**src/verilog/asrx_pkg.sv**
```systemverilog
// constants for the asynchronous serial receive path
// assumes one peripheral clock and an external sample tick generator
`default_nettype none
package asrx_pkg;

  // register port
  localparam int ASRX_AW = 2;
  localparam int ASRX_DW = 8;
  localparam logic [1:0] ASRX_ADDR_CTRL = 2'h0;
  localparam logic [1:0] ASRX_ADDR_STATUS = 2'h1;
  localparam logic [1:0] ASRX_ADDR_DATA = 2'h2;

  // control register fields
  localparam int ASRX_CTRL_RXEN = 0;
  localparam int ASRX_CTRL_DOUBLE = 1;
  localparam int ASRX_CTRL_PAREN = 2;
  localparam int ASRX_CTRL_PARODD = 3;
  localparam int ASRX_CTRL_CHSZ_LO = 4;
  localparam int ASRX_CTRL_CHSZ_HI = 6;
  localparam int ASRX_CTRL_STOP2 = 7;
  localparam logic [7:0] ASRX_CTRL_RST = 8'h30;

  // status register fields
  localparam int ASRX_ST_RXB8 = 0;
  localparam int ASRX_ST_PARITY_ERROR_FLAG = 2;
  localparam int ASRX_ST_OVF = 3;
  localparam int ASRX_ST_FRAME_ERROR_FLAG = 4;
  localparam int ASRX_ST_RXC = 7;

  // character size code: 0..4 mean 5..9 data bits
  localparam logic [2:0] ASRX_CHSZ_9 = 3'h4;
  localparam logic [3:0] ASRX_LAST_BIT_BASE = 4'h4;
  localparam logic [3:0] ASRX_LAST_BIT_MAX = 4'h8;

  // buffered entry layout: data, then parity, overflow, frame flags
  localparam int ASRX_ENT_W = 12;
  localparam int ASRX_ENT_PARITY_ERROR_FLAG = 9;
  localparam int ASRX_ENT_OVF = 10;
  localparam int ASRX_ENT_FRAME_ERROR_FLAG = 11;
  localparam int ASRX_BUF_DEPTH = 2;

  // oversampling: samples per bit and first voting sample
  localparam logic [4:0] ASRX_SPB_NORMAL = 5'h10;
  localparam logic [4:0] ASRX_SPB_DOUBLE = 5'h08;
  localparam logic [4:0] ASRX_VOTE_NORMAL = 5'h08;
  localparam logic [4:0] ASRX_VOTE_DOUBLE = 5'h04;
  localparam logic [4:0] ASRX_CNT_FIRST = 5'h01;

  typedef enum logic [2:0] {
    ASRX_IDLE,
    ASRX_START,
    ASRX_ALIGN,
    ASRX_DATA,
    ASRX_PARITY,
    ASRX_STOP
  } asrx_state_t;

endpackage
`default_nettype wire

```
**src/verilog/asrx_rx.sv**
```systemverilog
// asynchronous serial receiver: oversampled start detection, majority
// voted bit recovery, parity and frame checks, buffered characters
// assumes sample_tick is a one-cycle enable at 16x baud (8x per bit in
// double speed the tick rate is the same, only fewer samples per bit)
`timescale 1ns/1ps
`default_nettype none
// Function
// parity computed over received data bits
// parity mismatch sets parity error flag
// receiver disable acts immediately
// disable flushes buffer, drops partial frame
// host flushes by reading data until empty
// sixteen samples per bit, eight double speed
// falling edge starts detection, sample one
// start vote samples 8-10 or 4-6
// two low votes accept and resynchronise
// two high votes reject start as noise
// resynchronise on every start bit
// each bit voted on three centre samples
// recover data, parity, first stop only
// low first stop bit sets frame error
// new start edge right after stop vote
// software picks lowest error baud settings
// error flags buffered with their character
// read status before data advances buffer
// second stop bit ignored
// even/odd parity expected bit definition
// start counter restarts after rejected start
module asrx_rx
  import asrx_pkg::*;
#(
  parameter int BUF_DEPTH = ASRX_BUF_DEPTH
) (
  // clock and reset
  input wire logic ref_clk,
  input wire logic rstn,
  // sample enable from the baud generator
  input wire logic sample_tick,
  // serial line
  input wire logic rx_pin,
  // register port
  input wire logic [ASRX_AW-1:0] reg_addr,
  input wire logic [ASRX_DW-1:0] reg_wdata,
  input wire logic reg_wr,
  input wire logic reg_rd,
  output logic [ASRX_DW-1:0] reg_rdata,
  // status
  output logic rx_complete_flag
);

  // configuration
  logic [ASRX_DW-1:0] ctrl_q;
  logic rx_enable;
  logic double_speed_select;
  logic parity_enable;
  logic parity_odd;
  logic [2:0] char_size;
  logic [3:0] last_bit;
  logic [4:0] spb;
  logic [4:0] vote_first;
  logic [4:0] vote_last;

  // line sampling
  logic rx_s1_q;
  logic rx_s2_q;
  logic samp_prev_q;
  logic [1:0] votes_q;
  logic vote_now;

  // frame recovery
  asrx_state_t state_q;
  logic [4:0] cnt_q;
  logic [3:0] bit_q;
  logic [8:0] shift_q;
  logic par_bit_q;
  logic par_expect;
  logic cnt_end;
  logic at_vote;

  // buffer
  logic frame_done;
  logic [ASRX_ENT_W-1:0] frame_entry;
  logic ovf_pend_q;
  logic buf_full;
  logic buf_empty;
  logic buf_pop;
  logic [ASRX_ENT_W-1:0] buf_head;
  logic frame_error_flag;
  logic parity_error_flag;
  logic rx_overflow_flag;

  // register outputs
  logic [ASRX_DW-1:0] rdata_q;
  logic rxc_q;

  function automatic logic maj3(input logic a, input logic b,
                                input logic c);
    maj3 = (a & b) | (a & c) | (b & c);
  endfunction

  assign rx_enable = ctrl_q[ASRX_CTRL_RXEN];
  assign double_speed_select = ctrl_q[ASRX_CTRL_DOUBLE];
  assign parity_enable = ctrl_q[ASRX_CTRL_PAREN];
  assign parity_odd = ctrl_q[ASRX_CTRL_PARODD];
  assign char_size = ctrl_q[ASRX_CTRL_CHSZ_HI:ASRX_CTRL_CHSZ_LO];

  // size codes above nine bits fall back to nine bits
  assign last_bit = (char_size > ASRX_CHSZ_9) ? ASRX_LAST_BIT_MAX :
                    ASRX_LAST_BIT_BASE + {1'b0, char_size};

  assign spb = double_speed_select ? ASRX_SPB_DOUBLE
                                   : ASRX_SPB_NORMAL;
  assign vote_first = double_speed_select ? ASRX_VOTE_DOUBLE
                                          : ASRX_VOTE_NORMAL;
  // cnt_q still holds the previous sample's number when a tick arrives,
  // so the third centre sample is met with cnt_q one below its number
  assign vote_last = vote_first + 5'h01;

  // third centre sample arrives now, the two before sit in votes_q
  assign vote_now = maj3(votes_q[1], votes_q[0], rx_s2_q);
  assign at_vote = (cnt_q == vote_last);
  assign cnt_end = (cnt_q == spb);

  // unused high data bits are zero, so they do not disturb the parity
  assign par_expect = parity_odd ? ~^shift_q : ^shift_q;

  assign frame_done = rx_enable && sample_tick &&
                      (state_q == ASRX_STOP) && at_vote;

  assign frame_entry[8:0] = shift_q;
  assign frame_entry[ASRX_ENT_PARITY_ERROR_FLAG] = parity_enable &&
                                      (par_bit_q != par_expect);
  assign frame_entry[ASRX_ENT_FRAME_ERROR_FLAG] = !vote_now;
  assign frame_entry[ASRX_ENT_OVF] = ovf_pend_q;

  assign frame_error_flag = !buf_empty && buf_head[ASRX_ENT_FRAME_ERROR_FLAG];
  assign parity_error_flag = !buf_empty && buf_head[ASRX_ENT_PARITY_ERROR_FLAG];
  assign rx_overflow_flag = !buf_empty && buf_head[ASRX_ENT_OVF];

  // reading the data location advances the buffer
  assign buf_pop = reg_rd && (reg_addr == ASRX_ADDR_DATA);

  assign reg_rdata = rdata_q;
  assign rx_complete_flag = rxc_q;

  // two-flop synchroniser on the pin; only rx_s2_q is used further on
  always_ff @(posedge ref_clk or negedge rstn) begin
    if (!rstn) begin
      rx_s1_q <= 1'b1;
      rx_s2_q <= 1'b1;
    end else begin
      rx_s1_q <= rx_pin;
      rx_s2_q <= rx_s1_q;
    end
  end

  // line level seen at each sample, for edge and vote history
  always_ff @(posedge ref_clk or negedge rstn) begin
    if (!rstn) begin
      samp_prev_q <= 1'b1;
      votes_q <= 2'h3;
    end else if (sample_tick) begin
      samp_prev_q <= rx_s2_q;
      votes_q <= {votes_q[0], rx_s2_q};
    end
  end

  // control register
  always_ff @(posedge ref_clk or negedge rstn) begin
    if (!rstn) begin
      ctrl_q <= ASRX_CTRL_RST;
    end else if (reg_wr && (reg_addr == ASRX_ADDR_CTRL)) begin
      ctrl_q <= reg_wdata;
    end
  end

  // frame sequencer
  always_ff @(posedge ref_clk or negedge rstn) begin
    if (!rstn) begin
      state_q <= ASRX_IDLE;
      cnt_q <= '0;
      bit_q <= '0;
    end else if (!rx_enable) begin
      // abandon any frame at once, nothing is stored
      state_q <= ASRX_IDLE;
      cnt_q <= '0;
      bit_q <= '0;
    end else if (sample_tick) begin
      case (state_q)
        ASRX_IDLE: begin
          // only a high-to-low step on the line starts a frame
          if (samp_prev_q && !rx_s2_q) begin
            state_q <= ASRX_START;
            cnt_q <= ASRX_CNT_FIRST;
          end
        end
        ASRX_START: begin
          if (at_vote) begin
            if (!vote_now) begin
              // bit timing now counts from this start edge
              state_q <= ASRX_ALIGN;
              cnt_q <= cnt_q + 5'h01;
            end else begin
              state_q <= ASRX_IDLE;
              cnt_q <= '0;
            end
          end else begin
            cnt_q <= cnt_q + 5'h01;
          end
        end
        ASRX_ALIGN: begin
          // run out the rest of the start bit
          if (cnt_end) begin
            state_q <= ASRX_DATA;
            cnt_q <= ASRX_CNT_FIRST;
            bit_q <= '0;
          end else begin
            cnt_q <= cnt_q + 5'h01;
          end
        end
        ASRX_DATA: begin
          if (cnt_end) begin
            cnt_q <= ASRX_CNT_FIRST;
            if (bit_q == last_bit) begin
              bit_q <= '0;
              state_q <= parity_enable ? ASRX_PARITY : ASRX_STOP;
            end else begin
              bit_q <= bit_q + 4'h1;
            end
          end else begin
            cnt_q <= cnt_q + 5'h01;
          end
        end
        ASRX_PARITY: begin
          if (cnt_end) begin
            cnt_q <= ASRX_CNT_FIRST;
            state_q <= ASRX_STOP;
          end else begin
            cnt_q <= cnt_q + 5'h01;
          end
        end
        ASRX_STOP: begin
          // no wait for the stop bit end; any second stop is not sampled
          if (at_vote) begin
            state_q <= ASRX_IDLE;
            cnt_q <= '0;
          end else begin
            cnt_q <= cnt_q + 5'h01;
          end
        end
        default: begin
          state_q <= ASRX_IDLE;
          cnt_q <= '0;
          bit_q <= '0;
        end
      endcase
    end
  end

  // data and parity capture
  always_ff @(posedge ref_clk or negedge rstn) begin
    if (!rstn) begin
      shift_q <= '0;
      par_bit_q <= 1'b0;
    end else if (rx_enable && sample_tick) begin
      if (state_q == ASRX_START && at_vote) begin
        shift_q <= '0;
        par_bit_q <= 1'b0;
      end else if (state_q == ASRX_DATA && at_vote) begin
        shift_q[bit_q] <= vote_now;
      end else if (state_q == ASRX_PARITY && at_vote) begin
        par_bit_q <= vote_now;
      end
    end
  end

  // a frame that finds the buffer full is lost; the next one stored
  // carries the overflow mark
  always_ff @(posedge ref_clk or negedge rstn) begin
    if (!rstn) begin
      ovf_pend_q <= 1'b0;
    end else if (!rx_enable) begin
      ovf_pend_q <= 1'b0;
    end else if (frame_done) begin
      ovf_pend_q <= buf_full && !buf_pop;
    end
  end

  // flags travel in the buffer with their character
  asrx_fifo #(
    .WIDTH(ASRX_ENT_W),
    .DEPTH(BUF_DEPTH)
  ) u_buf (
    .ref_clk(ref_clk),
    .rstn(rstn),
    .flush(!rx_enable),
    .push(frame_done),
    .push_data(frame_entry),
    .pop(buf_pop),
    .full(buf_full),
    .empty(buf_empty),
    .head(buf_head)
  );

  // read data, valid the cycle after the read strobe
  always_ff @(posedge ref_clk or negedge rstn) begin
    if (!rstn) begin
      rdata_q <= '0;
    end else if (reg_rd) begin
      case (reg_addr)
        ASRX_ADDR_CTRL: begin
          rdata_q <= ctrl_q;
        end
        ASRX_ADDR_STATUS: begin
          rdata_q <= '0;
          rdata_q[ASRX_ST_RXC] <= !buf_empty;
          rdata_q[ASRX_ST_FRAME_ERROR_FLAG] <= frame_error_flag;
          rdata_q[ASRX_ST_OVF] <= rx_overflow_flag;
          rdata_q[ASRX_ST_PARITY_ERROR_FLAG] <= parity_error_flag;
          rdata_q[ASRX_ST_RXB8] <= !buf_empty && buf_head[8];
        end
        ASRX_ADDR_DATA: begin
          // an empty buffer reads as zero and is not advanced
          rdata_q <= buf_empty ? '0 : buf_head[7:0];
        end
        default: begin
          rdata_q <= '0;
        end
      endcase
    end else begin
      rdata_q <= '0;
    end
  end

  // registered copy of the receive complete state
  always_ff @(posedge ref_clk or negedge rstn) begin
    if (!rstn) begin
      rxc_q <= 1'b0;
    end else begin
      rxc_q <= !buf_empty;
    end
  end

endmodule
`default_nettype wire

```
**src/verilog/asrx_fifo.sv**
```systemverilog
// small receive buffer holding characters with their error flags
// a push that finds it full is dropped unless a pop happens in the same cycle
`timescale 1ns/1ps
`default_nettype none
module asrx_fifo #(
  parameter int WIDTH = 12,
  parameter int DEPTH = 2
) (
  // clock and reset
  input wire logic ref_clk,
  input wire logic rstn,
  // control
  input wire logic flush,
  input wire logic push,
  input wire logic [WIDTH-1:0] push_data,
  input wire logic pop,
  // state
  output logic full,
  output logic empty,
  output logic [WIDTH-1:0] head
);
  localparam int PW = (DEPTH > 1) ? $clog2(DEPTH) : 1;
  localparam logic [PW-1:0] PTR_LAST = PW'(DEPTH - 1);
  localparam logic [PW:0] CNT_FULL = (PW + 1)'(DEPTH);

  logic [WIDTH-1:0] mem_q [DEPTH];
  logic [PW-1:0] wr_q;
  logic [PW-1:0] rd_q;
  logic [PW:0] cnt_q;
  logic do_push;
  logic do_pop;

  assign empty = (cnt_q == '0);
  assign full = (cnt_q == CNT_FULL);
  assign head = mem_q[rd_q];
  assign do_pop = pop && !empty;
  assign do_push = push && (!full || do_pop);

  always_ff @(posedge ref_clk) begin
    if (do_push && !flush) begin
      mem_q[wr_q] <= push_data;
    end
  end

  always_ff @(posedge ref_clk or negedge rstn) begin
    if (!rstn) begin
      wr_q <= '0;
      rd_q <= '0;
      cnt_q <= '0;
    end else if (flush) begin
      wr_q <= '0;
      rd_q <= '0;
      cnt_q <= '0;
    end else begin
      if (do_push) begin
        wr_q <= (wr_q == PTR_LAST) ? '0 : wr_q + 1'b1;
      end
      if (do_pop) begin
        rd_q <= (rd_q == PTR_LAST) ? '0 : rd_q + 1'b1;
      end
      if (do_push && !do_pop) begin
        cnt_q <= cnt_q + 1'b1;
      end else if (do_pop && !do_push) begin
        cnt_q <= cnt_q - 1'b1;
      end
    end
  end

endmodule
`default_nettype wire

```
**config.mk**
```make
export PLATFORM = sky130hd
export DESIGN_NAME = asrx_rx
export DESIGN_NICKNAME = d
export VERILOG_FILES = /design/src/verilog/asrx_pkg.sv /design/src/verilog/asrx_rx.sv /design/src/verilog/asrx_fifo.sv
export SDC_FILE = /design/constraint.sdc
export NUM_CORES = 1
export LEC_CHECK = 0
export ABC_AREA = 1
export BUFFER_PORTS_ARGS = -buffer_cell sky130_fd_sc_hd__buf_4
export CAP_MARGIN = 20
export CORE_ASPECT_RATIO = 1.25
export CORE_MARGIN = 10
export CORE_UTILIZATION = 35
export CTS_BUF_LIST = sky130_fd_sc_hd__clkbuf_16
export DETAILED_ROUTE_END_ITERATION = 12
export HOLD_SLACK_MARGIN = 0.08
export PLACE_DENSITY = 0.54
export SLEW_MARGIN = 10
export SYNTH_ARGS = -nofsm -noshare
export SYNTH_HDL_FRONTEND = slang
export SYNTH_HIERARCHICAL = 1
export SYNTH_SLANG_ARGS = --single-unit
```
**constraint.sdc**
```tcl
create_clock -name ref_clk -period 6 [get_ports ref_clk]
set_input_delay 0.3 -clock ref_clk [delete_from_list [all_inputs] [get_ports ref_clk]]
set_output_delay 0.3 -clock ref_clk [all_outputs]
set_load 0.05 [all_outputs]
```
* After elaboration in Yosys (flattened, before gate mapping)
Memory sizes are Yosys's and may differ from the RTL's.
Index checks and enable logic that the tools add are counted.
** Cells by class
- Magnitude comparators :: 3
- Bitwise gates (word level) :: 5
- Multiplexer cells :: 54
- Add/sub/neg operators :: 8
- Reduce and logical (&&, ||, !) cells :: 43
- Multiply operators :: 0
- Shift operators :: 0
- Eq/ne operators :: 26
- Div/mod/pow operators :: 0
** Operators by type and width (count)
- 5-bit 2-to-1 mux :: 8
- 4-bit 2-to-1 mux :: 7
- 3-bit 2-to-1 mux :: 9
- 8-bit case mux with 3 select lines :: 1
- 1-bit logical AND :: 21
- 3-bit inequality test (second input constant) :: 7
- 5-bit case mux with 4 select lines :: 1
- 9-bit 2-to-1 mux :: 2
- 3-bit case mux with 6 select lines :: 1
- 1-bit 2-to-1 mux :: 16
- 8-bit 2-to-1 mux :: 2
- 4-bit case mux with 3 select lines :: 1
- 5-bit == test :: 2
- 9-bit bitwise mux :: 1
- 9-bit XNOR reduction :: 1
- 9-bit XOR reduction :: 1
- 2-bit 2-to-1 mux :: 4
- 8-bit AND reduction :: 1
- 1-bit logical NOT :: 7
- 3-bit by 2-bit == test with 1-bit output (second input constant) :: 2
- 3-bit == test (second input constant) :: 2
- 2-bit by 1-bit inequality test with 1-bit output (second input constant) :: 3
- 2-bit inequality test (second input constant) :: 3
- 4-bit by 1-bit adder with 5-bit output (second input constant) :: 1
- other kinds (27) :: 35
** Storage, ports and cells
- Memory bits (read-only) :: 0
- Latch bits :: 0
- Input port bits :: 16
- Memories kept :: 1
- Logic and storage cells :: 156
- Register bits :: 49
- Memory bits (writable) :: 24
- Output and inout bits :: 9
** Memory list
- u_buf.mem_q :: words 2, bits a word 12, read ports 1, clocked after memory_dff 0, write ports 1, RTL line asrx_fifo.sv:26 : logic [WIDTH-1:0] mem_q [DEPTH];

* Logic depth before layout (Yosys ltp)
Gate-level depths: netlist (run 1).
- Depth after elaboration :: 10
- Depth in mapped cells :: 13

* Hierarchy
The synthesis (run 1) kept the hierarchy.
** By module, submodules not included
- asrx_rx :: area each 2731.4 um2, times used 1, sequential area each 1108.6 um2, cells an instance 375
- asrx_fifo :: area each 1133.6 um2, times used 1, sequential area each 820.8 um2, cells an instance 101

* Worst setup path before layout (run 1)
OpenSTA, ideal clock, no wires.
- Path type :: register -> register
- Start :: register, netlist name cnt_q[1]
- End :: memory u_buf.mem_q[0][0] (enable)
- Path buffers :: 0
- Path slack :: 3.625 ns
- Arrival time :: 1.994 ns
- Clock period less this slack :: 2.375 ns
- Library setup time :: 0.380 ns
- Cell stages (with the launch flop) :: 13
- Path through :: dfrtp_1 inv_1 ha_1 inv_1 nor2_1 nand2_4 nor2_8 nand3_1 inv_1 o21ai_1 inv_1 nand2_1 nor2_1
** RTL lines (RTL line)
- to (decl) :: asrx_fifo.sv:26

==> results of run 1 <==
logic make-up after synthesis:
logic type	share of synthesized area
AOI/OAI and AO/OA	0.0628
xor gates and xnor gates	0.0317
adders and majority gates	0.0227
buffers and inverters	0.0660
DFF	0.499
muxes	0.0146
and+or+nand+nor	0.303
how the worst max path moves through the flow:
| stage | start | to | slack, ps | cells after the start |
|---|---|---|---|---|
| floorplan | cnt_q[1] | u_buf/mem_q[0][0] | 3630 | 12 |
| global placement | cnt_q[1] | u_buf/mem_q[0][3] | 3340 | 12 |
| detailed placement | cnt_q[1] | u_buf/mem_q[0][3] | 3260 | 12 |
| CTS | cnt_q[1] | u_buf/mem_q[0][3] | 3250 | 12 |
| global route | cnt_q[1] | u_buf/mem_q[0][5] | 3040 | 12 |
| finish | cnt_q[1] | u_buf/mem_q[0][5] | 3270 | 12 |
cells in the final DEF (no fill, tap or decap), types with 9 or more instances in the layout:
master	instances
a21oi_1	14
nand3_1	37
edfxtp_1	24
nand4_1	11
nand2_1	171
clkbuf_16	9
o21ai_0	16
dfrtp_1	42
inv_1	46
inv_2	12
nor2_1	33
buf_4	24
state kept, by name (all words and copies together), names as in the netlist:
register          flops
cnt_q                 5
rx_s2_q               1
u_buf/wr_q            1
rx_complete_flag      1
state_q               3
reg_rdata             8
ctrl_q                8
ovf_pend_q            1
shift_q               9
votes_q               2
bit_q                 4
u_buf/rd_q            1
u_buf/mem_q          24
u_buf/cnt_q           2
rx_s1_q               1
par_bit_q             1
layer usage:
metal | track usage | wire [um] | up-vias
met1 | 0.129 | 3740 | 1441
met5 | 0 | 0 | -
met2 | 0.198 | 4370 | 56
met4 | 0.0711 | 206 | 0
li1 | - | - | 1590
met3 | 0.0218 | 330 | 15
cell type report:
type / count / area (um2) / area share
flip-flops and latches: 72 / 1930 / 0.423
multi-input cells: 339 / 1680 / 0.368
clock buffers: 9 / 225 / 0.0493
inverters: 59 / 221 / 0.0485
repair buffers: 26 / 200 / 0.0439
well taps: 132 / 165 / 0.0362
clock inverters: 7 / 143 / 0.0313
stage by stage:
| stage | hold WS [ps] | instances | cell area (um2) | power [W] | setup WS [ps] |
|---|---|---|---|---|---|
| floorplan | 4.41 | 476 | 3860 | 0.000807 | 3630 |
| global placement | 347 | 626 | 4180 | 0.000890 | 3340 |
| detailed placement | 348 | 626 | 4180 | 0.000893 | 3260 |
| CTS | 158 | 644 | 4560 | 0.00156 | 3250 |
| global route | 169 | 644 | 4560 | 0.00163 | 3040 |
| finish | 163 | 644 | 4560 | 0.00155 | 3270 |
where the power goes:
group	switching (W)	internal, W	total [W]
Combinational	0.000201	0.0000966	0.000298
Clock	0.000212	0.000449	0.000662
Sequential	0.0000445	0.000542	0.000587
Total	0.000458	0.00109	0.00155
==> results_tabular.tex, run 1 <==
\begin{tabular}{lr}
\hline
Metric & Value \\
\hline
\multicolumn{2}{l}{\textbf{Clock tree}} \\
Longest Clk Path Bufs & 2 \\
Buffer count from post-CTS setup fixing & 0 \\
Clock root cell & clkbuf\_16 \\
Total clock buffers created by CTS & 9 \\
Clock Sink Count & 72 \\
Resize count post-CTS & 0 \\
Clock-pin slew on the worst setup and hold paths & 60 ps \\
Count of hold-fix buffers inserted at cts & 2 \\
CTS tree & yes \\
Clock insertion delay at the later pin of the skew report & 340 ps \\
H-tree depth & 3 \\
\multicolumn{2}{l}{\textbf{Power and ir drop}} \\
IR Drop Worst-Case VDD & 0.134 mV \\
LEAKAGE & 2.27 nW \\
Power per cell area & 339 nW/um2 \\
\multicolumn{2}{l}{\textbf{Die}} \\
Number of rows created at floorplan & 42 \\
Area enclosed by the die boundary & 15700 um2 \\
Die width & 114 um \\
Starting Density & 0.361 \\
Die Span Y & 137 um \\
I/O pin total & 25 \\
Placeable core region & 10700 um2 \\
\multicolumn{2}{l}{\textbf{Worst setup path}} \\
Slowest Stage Delay on Critical Path & 710 ps \\
Element type at the critical path end & register \\
Reg-to-reg startpoint & cnt\_q[1] \\
Worst EP required & 5960 ps \\
Sequence of cells on the critical path & inv\_1 > ha\_1 > inv\_1 > nor2\_1 > nand2\_4 > nor2\_8 > nand3\_1 > inv\_1 > o21ai\_1 > inv\_1 > nand2\_1 > nor2\_1 \\
Kind of critical path & register to register \\
Worst path arrival time & 2690 ps \\
Top cell by count, worst path & inv\_1 \\
Critical Path Start Type & register \\
Max FO, Critical Path & 12 \\
Cell type of the slowest stage on the worst timing path & nor2\_1 \\
Crit Reg-Reg Endpoint & u\_buf/mem\_q[0][5] \\
Worst Path Buf+Inv & 4 \\
Worst Reg-to-Reg Cells & 12 \\
Gate family responsible for the most delay along the worst path & simple AND/OR/NAND/NOR gates \\
Register-to-Register Setup Slack & 3270 ps \\
\multicolumn{2}{l}{\textbf{Synth}} \\
Leading cell type by number of instances after synthesis & nand2\_1 \\
Share of async-settable or async-resettable flops after synthesis & 0.667 \\
Cell area after technology mapping & 3860 um2 \\
Net count after synthesis & 499 \\
Post-synth top area share & 0.272 \\
Number of enable flip-flop cells after synthesis & 24 \\
Average size of a mapped cell & 8.12 um2 \\
Leading cell types by count after synthesis & nand2\_1, inv\_1, dfrtp\_1 \\
Warnings from Yosys & 6 \\
Most area-consuming cells after synthesis & dfrtp\_1, edfxtp\_1, nand2\_1 \\
Register area share after synthesis & 0.499 \\
Post-synth top flop & dfrtp\_1 \\
Yosys cell types & 38 \\
Cell count after synthesis & 476 \\
Count of state elements after synthesis & 72 \\
Cell type with the highest aggregate area in the netlist & dfrtp\_1 \\
\multicolumn{2}{l}{\textbf{Placement}} \\
Final estimated routing congestion in global placement & 0.850 \\
Number of port buffers & 24 \\
Placed wire-length estimate after detailed placement & 6380 um \\
\multicolumn{2}{l}{\textbf{Timing}} \\
Max Transition Viols Final & 0 \\
Max Fclk & 366 MHz \\
Worst rel slew slack & 0.349 \\
Final cycle utilization of the critical path & 0.455 \\
Total Neg Setup Slack & 0 ps \\
Final critical-path required period & 2730 ps \\
Number of endpoints with negative hold slack in the final report & 0 \\
Clock Skew & 5.55 ps \\
Setup repair after global routing missed its margin & false \\
Final setup violation count & 0 \\
Actual transition at the worst max-transition pin & 973 ps \\
\multicolumn{2}{l}{\textbf{Status}} \\
Run status & completed \\
\multicolumn{2}{l}{\textbf{Drt}} \\
Initial detailed-routing violation count & 162 \\
Routed len/inst & 13.4 um \\
Number of remaining DRC errors & 0 \\
Routed Antenna Nets & 0 \\
Total wirelength of the detailed-routed design & 8650 um \\
Routed vias/inst & 4.82 \\
Detailed-route via count & 3102 \\
Iteration count of the initial detailed-routing pass & 5 \\
\multicolumn{2}{l}{\textbf{Worst hold path}} \\
Worst Min Path Start & sample\_tick \\
End point of the worst hold path & votes\_q[1] \\
Hold Path Class & primary input to register \\
Worst Hold Depth & 2 \\
\multicolumn{2}{l}{\textbf{Global route}} \\
Initial antenna violation count & 0 \\
Maximum number of pins on one net before global-route repair & 49 \\
Tot GR Track Use & 0.115 \\
Global-route wire length before repair & 14200 um \\
Final global-route overflow total & 0 \\
Via count of the first global-routing pass & 2986 \\
\multicolumn{2}{l}{\textbf{Cells and area}} \\
Final net count & 530 \\
Fraction of final layout cells with drive strength greater than 1 & 0.143 \\
Fraction of the core area covered by cells at the end of the flow & 0.426 \\
Fillers & 1082 \\
Ant. Diodes & 0 \\
Synthesis-to-finish area growth & 18.1\% \\
\multicolumn{2}{l}{\textbf{Run}} \\
Max\_cap viols & 0 \\
\hline
\end{tabular}
Power figures use the tool's default switching activity.
==> inputs of run 2 (changes only) <==
--- a/config.mk
+++ b/config.mk
@@ -14,7 +14,7 @@
 export CTS_BUF_LIST = sky130_fd_sc_hd__clkbuf_16
 export DETAILED_ROUTE_END_ITERATION = 12
 export HOLD_SLACK_MARGIN = 0.08
-export PLACE_DENSITY = 0.54
+export PLACE_DENSITY = 0.56
 export SLEW_MARGIN = 10
 export SYNTH_ARGS = -nofsm -noshare
 export SYNTH_HDL_FRONTEND = slang
==> constraint.sdc (replaced) <==
create_clock -name ref_clk -period 2.3 [get_ports ref_clk]
set_input_delay 0.115 -clock ref_clk [delete_from_list [all_inputs] [get_ports ref_clk]]
set_output_delay 0.115 -clock ref_clk [all_outputs]
set_load 0.05 [all_outputs]
==> run 2 against run 1 <==
  * Critical path depth up 1
  * Routed wire length about the same
  * Global-route usage up 0.37 points
  * Non-clock buffer count up 15
  * Sequential share of layout area down 0.81 points
  * Total power up 140%
  * Via count down 0.26%
  * Final cell count up 2.3%
  * Critical path type unchanged
  * Largest power group is now sequential cells
  * Highest routed layer unchanged
==> results_tabular.tex, run 2 (synthesis gave the netlist of run 1 again) <==
\begin{tabular}{lr}
\hline
Metric & Value \\
\hline
\multicolumn{2}{l}{\textbf{Placement}} \\
Final estimated routing congestion in global placement & 0.891 (+4.8\%) \\
Placed wire-length estimate after detailed placement & 6380 um (about the same) \\
Number of port buffers & 24 (unchanged) \\
\multicolumn{2}{l}{\textbf{Worst setup path}} \\
Crit Reg-Reg Endpoint & u\_buf/mem\_q[0][6] \\
Element type at the critical path end & register \\
Worst EP required & 2340 ps (-3620 ps) \\
Slowest Stage Delay on Critical Path & 390 ps (-320 ps) \\
Crit path launch & cnt\_q[1] \\
Cell type of the slowest stage on the worst timing path & dfrtp\_1 \\
Worst Reg-to-Reg Cells & 13 (+1) \\
Max FO, Critical Path & 12 (unchanged) \\
Worst path arrival time & 2160 ps (-530 ps) \\
Critical Path Start Type & register \\
Sequence of cells on the critical path & inv\_1 > ha\_1 > inv\_1 > nor2\_2 > nand2\_4 > nor2\_8 > nand3\_2 > inv\_2 > o21ai\_1 > inv\_1 > nand2\_1 > nor2\_2 > buf\_12 \\
Top cell by count, worst path & inv\_1 \\
Reg-to-reg startpoint & cnt\_q[1] \\
Kind of critical path & register to register \\
Capture point of the worst path & u\_buf/mem\_q[0][6] \\
Register-to-Register Setup Slack & 190 ps (-3080 ps) \\
\multicolumn{2}{l}{\textbf{Timing}} \\
Hold Slack & 240 ps (+76.8 ps) \\
Clock Skew & 4.83 ps (-0.715 ps) \\
Final critical-path required period & 2110 ps (-621 ps) \\
Max Transition Viols Final & 0 (unchanged) \\
Final cycle utilization of the critical path & 0.918 (+0.463) \\
Final setup violation count & 0 (unchanged) \\
Worst rel slew slack & 0.582 (+0.233) \\
Total Neg Setup Slack & 0 ps (unchanged) \\
Actual transition at the worst max-transition pin & 627 ps (-346 ps) \\
Setup repair after global routing missed its margin & false \\
Number of endpoints with negative hold slack in the final report & 0 (unchanged) \\
Max Fclk & 474 MHz (+29\%) \\
\multicolumn{2}{l}{\textbf{Cells and area}} \\
Max reg flops & 24 (unchanged) \\
Fraction of final layout cells with drive strength greater than 1 & 0.156 (+0.0130) \\
Fillers & 1089 (+0.65\%) \\
Most common library cell in the layout ignoring fill and taps & nand2\_1 \\
Multi-input combinational cell area & 1690 um2 (+0.60\%) \\
Final net count & 545 (+2.8\%) \\
Commonest non-fill, non-tap cells in the layout & nand2\_1, inv\_1, dfrtp\_1 \\
Fraction of the core area covered by cells at the end of the flow & 0.434 (+0.00829) \\
Ant. Diodes & 0 (unchanged) \\
Synthesis-to-finish area growth & 20.4\% \\
Register with the most flip-flops & u\_buf/mem\_q \\
Largest registers & u\_buf/mem\_q (24), shift\_q (9) \\
Sequential standard cell area & 1930 um2 (unchanged) \\
\multicolumn{2}{l}{\textbf{Die}} \\
Die Span Y & 137 um (unchanged) \\
Die width & 114 um (unchanged) \\
Starting Density & 0.361 (unchanged) \\
Number of rows created at floorplan & 42 (unchanged) \\
Area enclosed by the die boundary & 15700 um2 (unchanged) \\
Placeable core region & 10700 um2 (unchanged) \\
I/O pin total & 25 (unchanged) \\
\multicolumn{2}{l}{\textbf{Status}} \\
Run status & completed \\
\multicolumn{2}{l}{\textbf{Worst hold path}} \\
Hold Path Class & primary input to register \\
\multicolumn{2}{l}{\textbf{Drt}} \\
Routed len/inst & 13.1 um (-2.3\%) \\
Iteration count of the initial detailed-routing pass & 5 (unchanged) \\
Initial detailed-routing violation count & 116 (-28\%) \\
Number of remaining DRC errors & 0 (unchanged) \\
Routed Antenna Nets & 0 (unchanged) \\
Detailed-route via count & 3094 (-0.26\%) \\
Total wirelength of the detailed-routed design & 8650 um (about the same) \\
Routed vias/inst & 4.69 (-2.5\%) \\
\multicolumn{2}{l}{\textbf{Power and ir drop}} \\
LEAKAGE & 2.30 nW (+1.1\%) \\
Overall Power & 0.00371 W (+140\%) \\
IR Drop Worst-Case VDD & 0.353 mV (+160\%) \\
Power per cell area & 797 nW/um2 (+140\%) \\
\multicolumn{2}{l}{\textbf{Clock tree}} \\
H-tree depth & 3 (unchanged) \\
Clock-pin slew on the worst setup and hold paths & 60 ps (about the same) \\
CTS tree & yes \\
Buffer count from post-CTS setup fixing & 0 (unchanged) \\
Total clock buffers created by CTS & 9 (unchanged) \\
Clock insertion delay at the later pin of the skew report & 330 ps (about the same) \\
Clock root cell & clkbuf\_16 \\
Longest Clk Path Bufs & 2 (unchanged) \\
Clock Sink Count & 72 (unchanged) \\
\multicolumn{2}{l}{\textbf{Global route}} \\
Global-route wire length before repair & 14900 um (+4.8\%) \\
Initial antenna violation count & 0 (unchanged) \\
Final global-route overflow total & 0 (unchanged) \\
Via count of the first global-routing pass & 3163 (+5.9\%) \\
Tot GR Track Use & 0.119 (+0.00365) \\
Maximum number of pins on one net before global-route repair & 49 (unchanged) \\
\multicolumn{2}{l}{\textbf{Run}} \\
Max\_cap viols & 0 (unchanged) \\
\hline
\end{tabular}
[run 2: area by class of cell]
class | instances | share of cell area
Clock buffer | 9 | 0.0484
Clock inverter | 7 | 0.0153
Inverter | 59 | 0.0476
Multi-Input combinational cell | 339 | 0.363
Sequential cell | 72 | 0.415
Tap cell | 132 | 0.0355
Timing Repair Buffer | 41 | 0.0753
[run 2: worst min-delay path by stage]
stage                              end         from  cells after the start  slack [ps]
after CTS                 reg_rdata[6]  reg_addr[1]                      5         230
after detailed placement    shift_q[4]         rstn                      1         180
after floorplan               bit_q[0]         rstn                      0        -180
after global routing      reg_rdata[5]  reg_addr[1]                      5         250
after global placement       ctrl_q[6]         rstn                      1         180
final                     reg_rdata[5]  reg_addr[1]                      5         240
[run 2: what timing repair did]
action | in CTS | in global routing
hold buffers | 12 | 0
hold endpoints to repair | 57 | 0
endpoints found under the setup margin | 0 | 12
gates resized for setup | 0 | 3
[run 2: report_power, final]
group          switching, W  total, W  internal, W
clock network      0.000544   0.00138     0.000839
logic              0.000542  0.000810     0.000268
registers          0.000104   0.00152      0.00141
[run 2: stage by stage]
| stage | cells | worst slack (ps) | area [um2] |
|---|---|---|---|
| 6_report | 659 | 188 | 4650 |
| 5_1_grt | 659 | 30.8 | 4650 |
| 4_1_cts | 659 | 32.4 | 4650 |
| 3_5_place_dp | 631 | 64.2 | 4230 |
| 3_3_place_gp | 631 | 130 | 4230 |
| 2_1_floorplan | 476 | 43.3 | 3870 |
[run 2: worst max-delay path: cells and delay by family, from the launching register on]
family,cells,cell delay [ps]
AO/OA/AOI/OAI,1,80
adder cells (fa/ha/maj),1,160
AND/OR/NAND/NOR,6,670
buffers and inverters,5,510
flip-flops,1,390
[run 2: routing by layer]
metal  GRT usage  up-vias  share of wire
met5           0        -              0
met4      0.0495        0          0.014
met3      0.0279        8          0.031
met2       0.209       34           0.51
met1       0.135     1429           0.44
li1            -     1623              -
==> inputs of run 3 (changes only) <==
==> constraint.sdc (replaced) <==
create_clock -name ref_clk -period 2.3 [get_ports ref_clk]
set_input_delay 0.46 -clock ref_clk [delete_from_list [all_inputs] [get_ports ref_clk]]
set_output_delay 0.46 -clock ref_clk [all_outputs]
set_load 0.05 [all_outputs]
==> run 3 against run 2 <==
  * Count of clock-buffer cells in the layout stayed put
  * Global-route usage is 0.16 points lower
  * Maximum frequency grew 0.60%
  * Cell area decreased by 2.9%
  * Routed wire length is 0.61% lower
  * Flip-flop and latch count did not move
  * Non-clock buffer count down 12
  * Total power is 2.3% lower
  * Critical path depth unchanged
  * Sequential power about the same
  * Critical path type unchanged
  * Critical endpoint is now u_buf/mem_q[0][4]
==> results_tabular.tex, run 3 (synthesis gave the netlist of run 1 again) <==
\begin{tabular}{lr}
\hline
Metric & Value \\
\hline
\multicolumn{2}{l}{\textbf{Status}} \\
Run status & completed \\
\multicolumn{2}{l}{\textbf{Drt}} \\
Total wirelength of the detailed-routed design & 8600 um (-0.61\%) \\
Routed vias/inst & 4.75 (+1.1\%) \\
Detailed-route via count & 3071 (-0.74\%) \\
Number of remaining DRC errors & 0 (unchanged) \\
Routed len/inst & 13.3 um (+1.2\%) \\
Iteration count of the initial detailed-routing pass & 5 (unchanged) \\
Routed Antenna Nets & 0 (unchanged) \\
Initial detailed-routing violation count & 214 (+84\%) \\
\multicolumn{2}{l}{\textbf{Worst setup path}} \\
Worst path arrival time & 2140 ps (-20 ps) \\
Worst EP required & 2340 ps (about the same) \\
Slowest Stage Delay on Critical Path & 380 ps (about the same) \\
Top cell by count, worst path & inv\_1 \\
Sequence of cells on the critical path & inv\_1 > ha\_1 > inv\_1 > nor2\_2 > nand2\_4 > nor2\_8 > nand3\_2 > inv\_2 > o21ai\_1 > inv\_1 > nand2\_1 > nor2\_2 > buf\_12 \\
Kind of critical path & register to register \\
Cell type of the slowest stage on the worst timing path & dfrtp\_1 \\
Critical Path Start Type & register \\
Worst Path Buf+Inv & 5 (unchanged) \\
Gate family responsible for the most delay along the worst path & simple AND/OR/NAND/NOR gates \\
Max FO, Critical Path & 12 (unchanged) \\
Element type at the critical path end & register \\
\multicolumn{2}{l}{\textbf{Run}} \\
Max\_cap viols & 0 (unchanged) \\
\multicolumn{2}{l}{\textbf{Global route}} \\
Tot GR Track Use & 0.117 (-0.00162) \\
Maximum number of pins on one net before global-route repair & 49 (unchanged) \\
Final global-route overflow total & 0 (unchanged) \\
Initial antenna violation count & 0 (unchanged) \\
Via count of the first global-routing pass & 3076 (-2.8\%) \\
Global-route wire length before repair & 14600 um (-1.9\%) \\
\multicolumn{2}{l}{\textbf{Power and ir drop}} \\
IR Drop Worst-Case VDD & 0.376 mV (+6.8\%) \\
LEAKAGE & 2.26 nW (-1.7\%) \\
Power per cell area & 802 nW/um2 (+0.56\%) \\
\multicolumn{2}{l}{\textbf{Cells and area}} \\
Final net count & 533 (-2.2\%) \\
Ant. Diodes & 0 (unchanged) \\
Register with the most flip-flops & u\_buf/mem\_q \\
Max reg flops & 24 (unchanged) \\
Largest registers & u\_buf/mem\_q (24), shift\_q (9) \\
Most common library cell in the layout ignoring fill and taps & nand2\_1 \\
Synthesis-to-finish area growth & 17.0\% \\
Final standard cell count with taps included and fillers excluded & 647 (-1.8\%) \\
Commonest non-fill, non-tap cells in the layout & nand2\_1, inv\_1, dfrtp\_1 \\
Fraction of the core area covered by cells at the end of the flow & 0.422 (-0.0124) \\
Fraction of final layout cells with drive strength greater than 1 & 0.153 (-0.00220) \\
\multicolumn{2}{l}{\textbf{Placement}} \\
Placed wire-length estimate after detailed placement & 6390 um (+0.20\%) \\
Number of port buffers & 24 (unchanged) \\
Number of cells in the design after placement & 631 (unchanged) \\
Final estimated routing congestion in global placement & 0.877 (-1.6\%) \\
\multicolumn{2}{l}{\textbf{Timing}} \\
Setup repair after global routing missed its margin & false \\
Max Fclk & 476 MHz (+0.60\%) \\
Actual transition at the worst max-transition pin & 677 ps (+49.4 ps) \\
Worst rel slew slack & 0.548 (-0.0341) \\
Number of endpoints with negative hold slack in the final report & 0 (unchanged) \\
Final critical-path required period & 2100 ps (-12.5 ps) \\
Final cycle utilization of the critical path & 0.913 (-0.00545) \\
Max Transition Viols Final & 0 (unchanged) \\
Clock Skew & 8.58 ps (+3.75 ps) \\
Total Neg Setup Slack & 0 ps (unchanged) \\
Final setup violation count & 0 (unchanged) \\
\multicolumn{2}{l}{\textbf{Worst hold path}} \\
Hold Path Class & primary input to async pin \\
\multicolumn{2}{l}{\textbf{Clock tree}} \\
Total clock buffers created by CTS & 9 (unchanged) \\
Clock insertion delay at the later pin of the skew report & 330 ps (about the same) \\
Resize count post-CTS & 0 (unchanged) \\
Clock root cell & clkbuf\_16 \\
Count of hold-fix buffers inserted at cts & 0 (-12) \\
Clock-pin slew on the worst setup and hold paths & 50 ps (about the same) \\
Clock Sink Count & 72 (unchanged) \\
Longest Clk Path Bufs & 2 (unchanged) \\
CTS tree & yes \\
Buffer count from post-CTS setup fixing & 0 (unchanged) \\
H-tree depth & 3 (unchanged) \\
\multicolumn{2}{l}{\textbf{Die}} \\
Number of rows created at floorplan & 42 (unchanged) \\
Die width & 114 um (unchanged) \\
Die Span Y & 137 um (unchanged) \\
Placeable core region & 10700 um2 (unchanged) \\
I/O pin total & 25 (unchanged) \\
Area enclosed by the die boundary & 15700 um2 (unchanged) \\
Starting Density & 0.361 (unchanged) \\
\hline
\end{tabular}
## run 3: cell types whose count changed in the layout (fill, tap and decap cells not counted)
cell	previous run	this run
clkinvlp_4	3	1
dlygate4sd3_1	12	0
inv_1	45	48
inv_6	1	0
## run 3: metal layers
layer	share of wire	vias to the layer above	track usage
met1	0.44	1415	0.131
met2	0.50	46	0.200
met3	0.032	13	0.0235
li1	-	1597	-
met4	0.028	0	0.0746
met5	0	-	0
## run 3: cell type report
type	count	area, um2
clock buffers	9	225
clock inverters	7	58.8
fillers	1092	6200
inverters	59	221
multi-input cells	339	1690
flip-flops and latches	72	1930
well taps	132	165
repair buffers	29	230
## run 3: power breakdown
| part | switching (W) | internal (W) |
|---|---|---|
| Combinational | 0.000525 | 0.000254 |
| Sequential | 0.000106 | 0.00141 |
| Clock | 0.000503 | 0.000823 |
## run 3: final timing paths
| kind | from | to | slack (ps) | depth (start not counted) |
|---|---|---|---|---|
| setup / recovery | cnt_q[1] | u_buf/mem_q[0][4] | 200 | 13 |
| hold / removal | rstn | ctrl_q[6] | 140 | 1 |
| setup reg to reg | cnt_q[1] | u_buf/mem_q[0][4] | 200 | 13 |
| hold reg to reg | rx_s1_q | rx_s2_q | 350 | 0 |
| max in group asynchronous | rstn | reg_rdata[1] | 1730 | 1 |
| min in group ref_clk | rx_pin | rx_s1_q | 240 | 1 |
## run 3: metrics by stage
stage	setup slack, ps	cell area, um2	power [W]	hold slack [ps]
2_1_floorplan	43.3	3870	0.00211	164
3_3_place_gp	153	4230	0.00232	346
3_5_place_dp	61.9	4230	0.00232	348
4_1_cts	41.1	4510	0.00367	172
5_1_grt	38.1	4520	0.00386	211
6_report	201	4520	0.00363	140
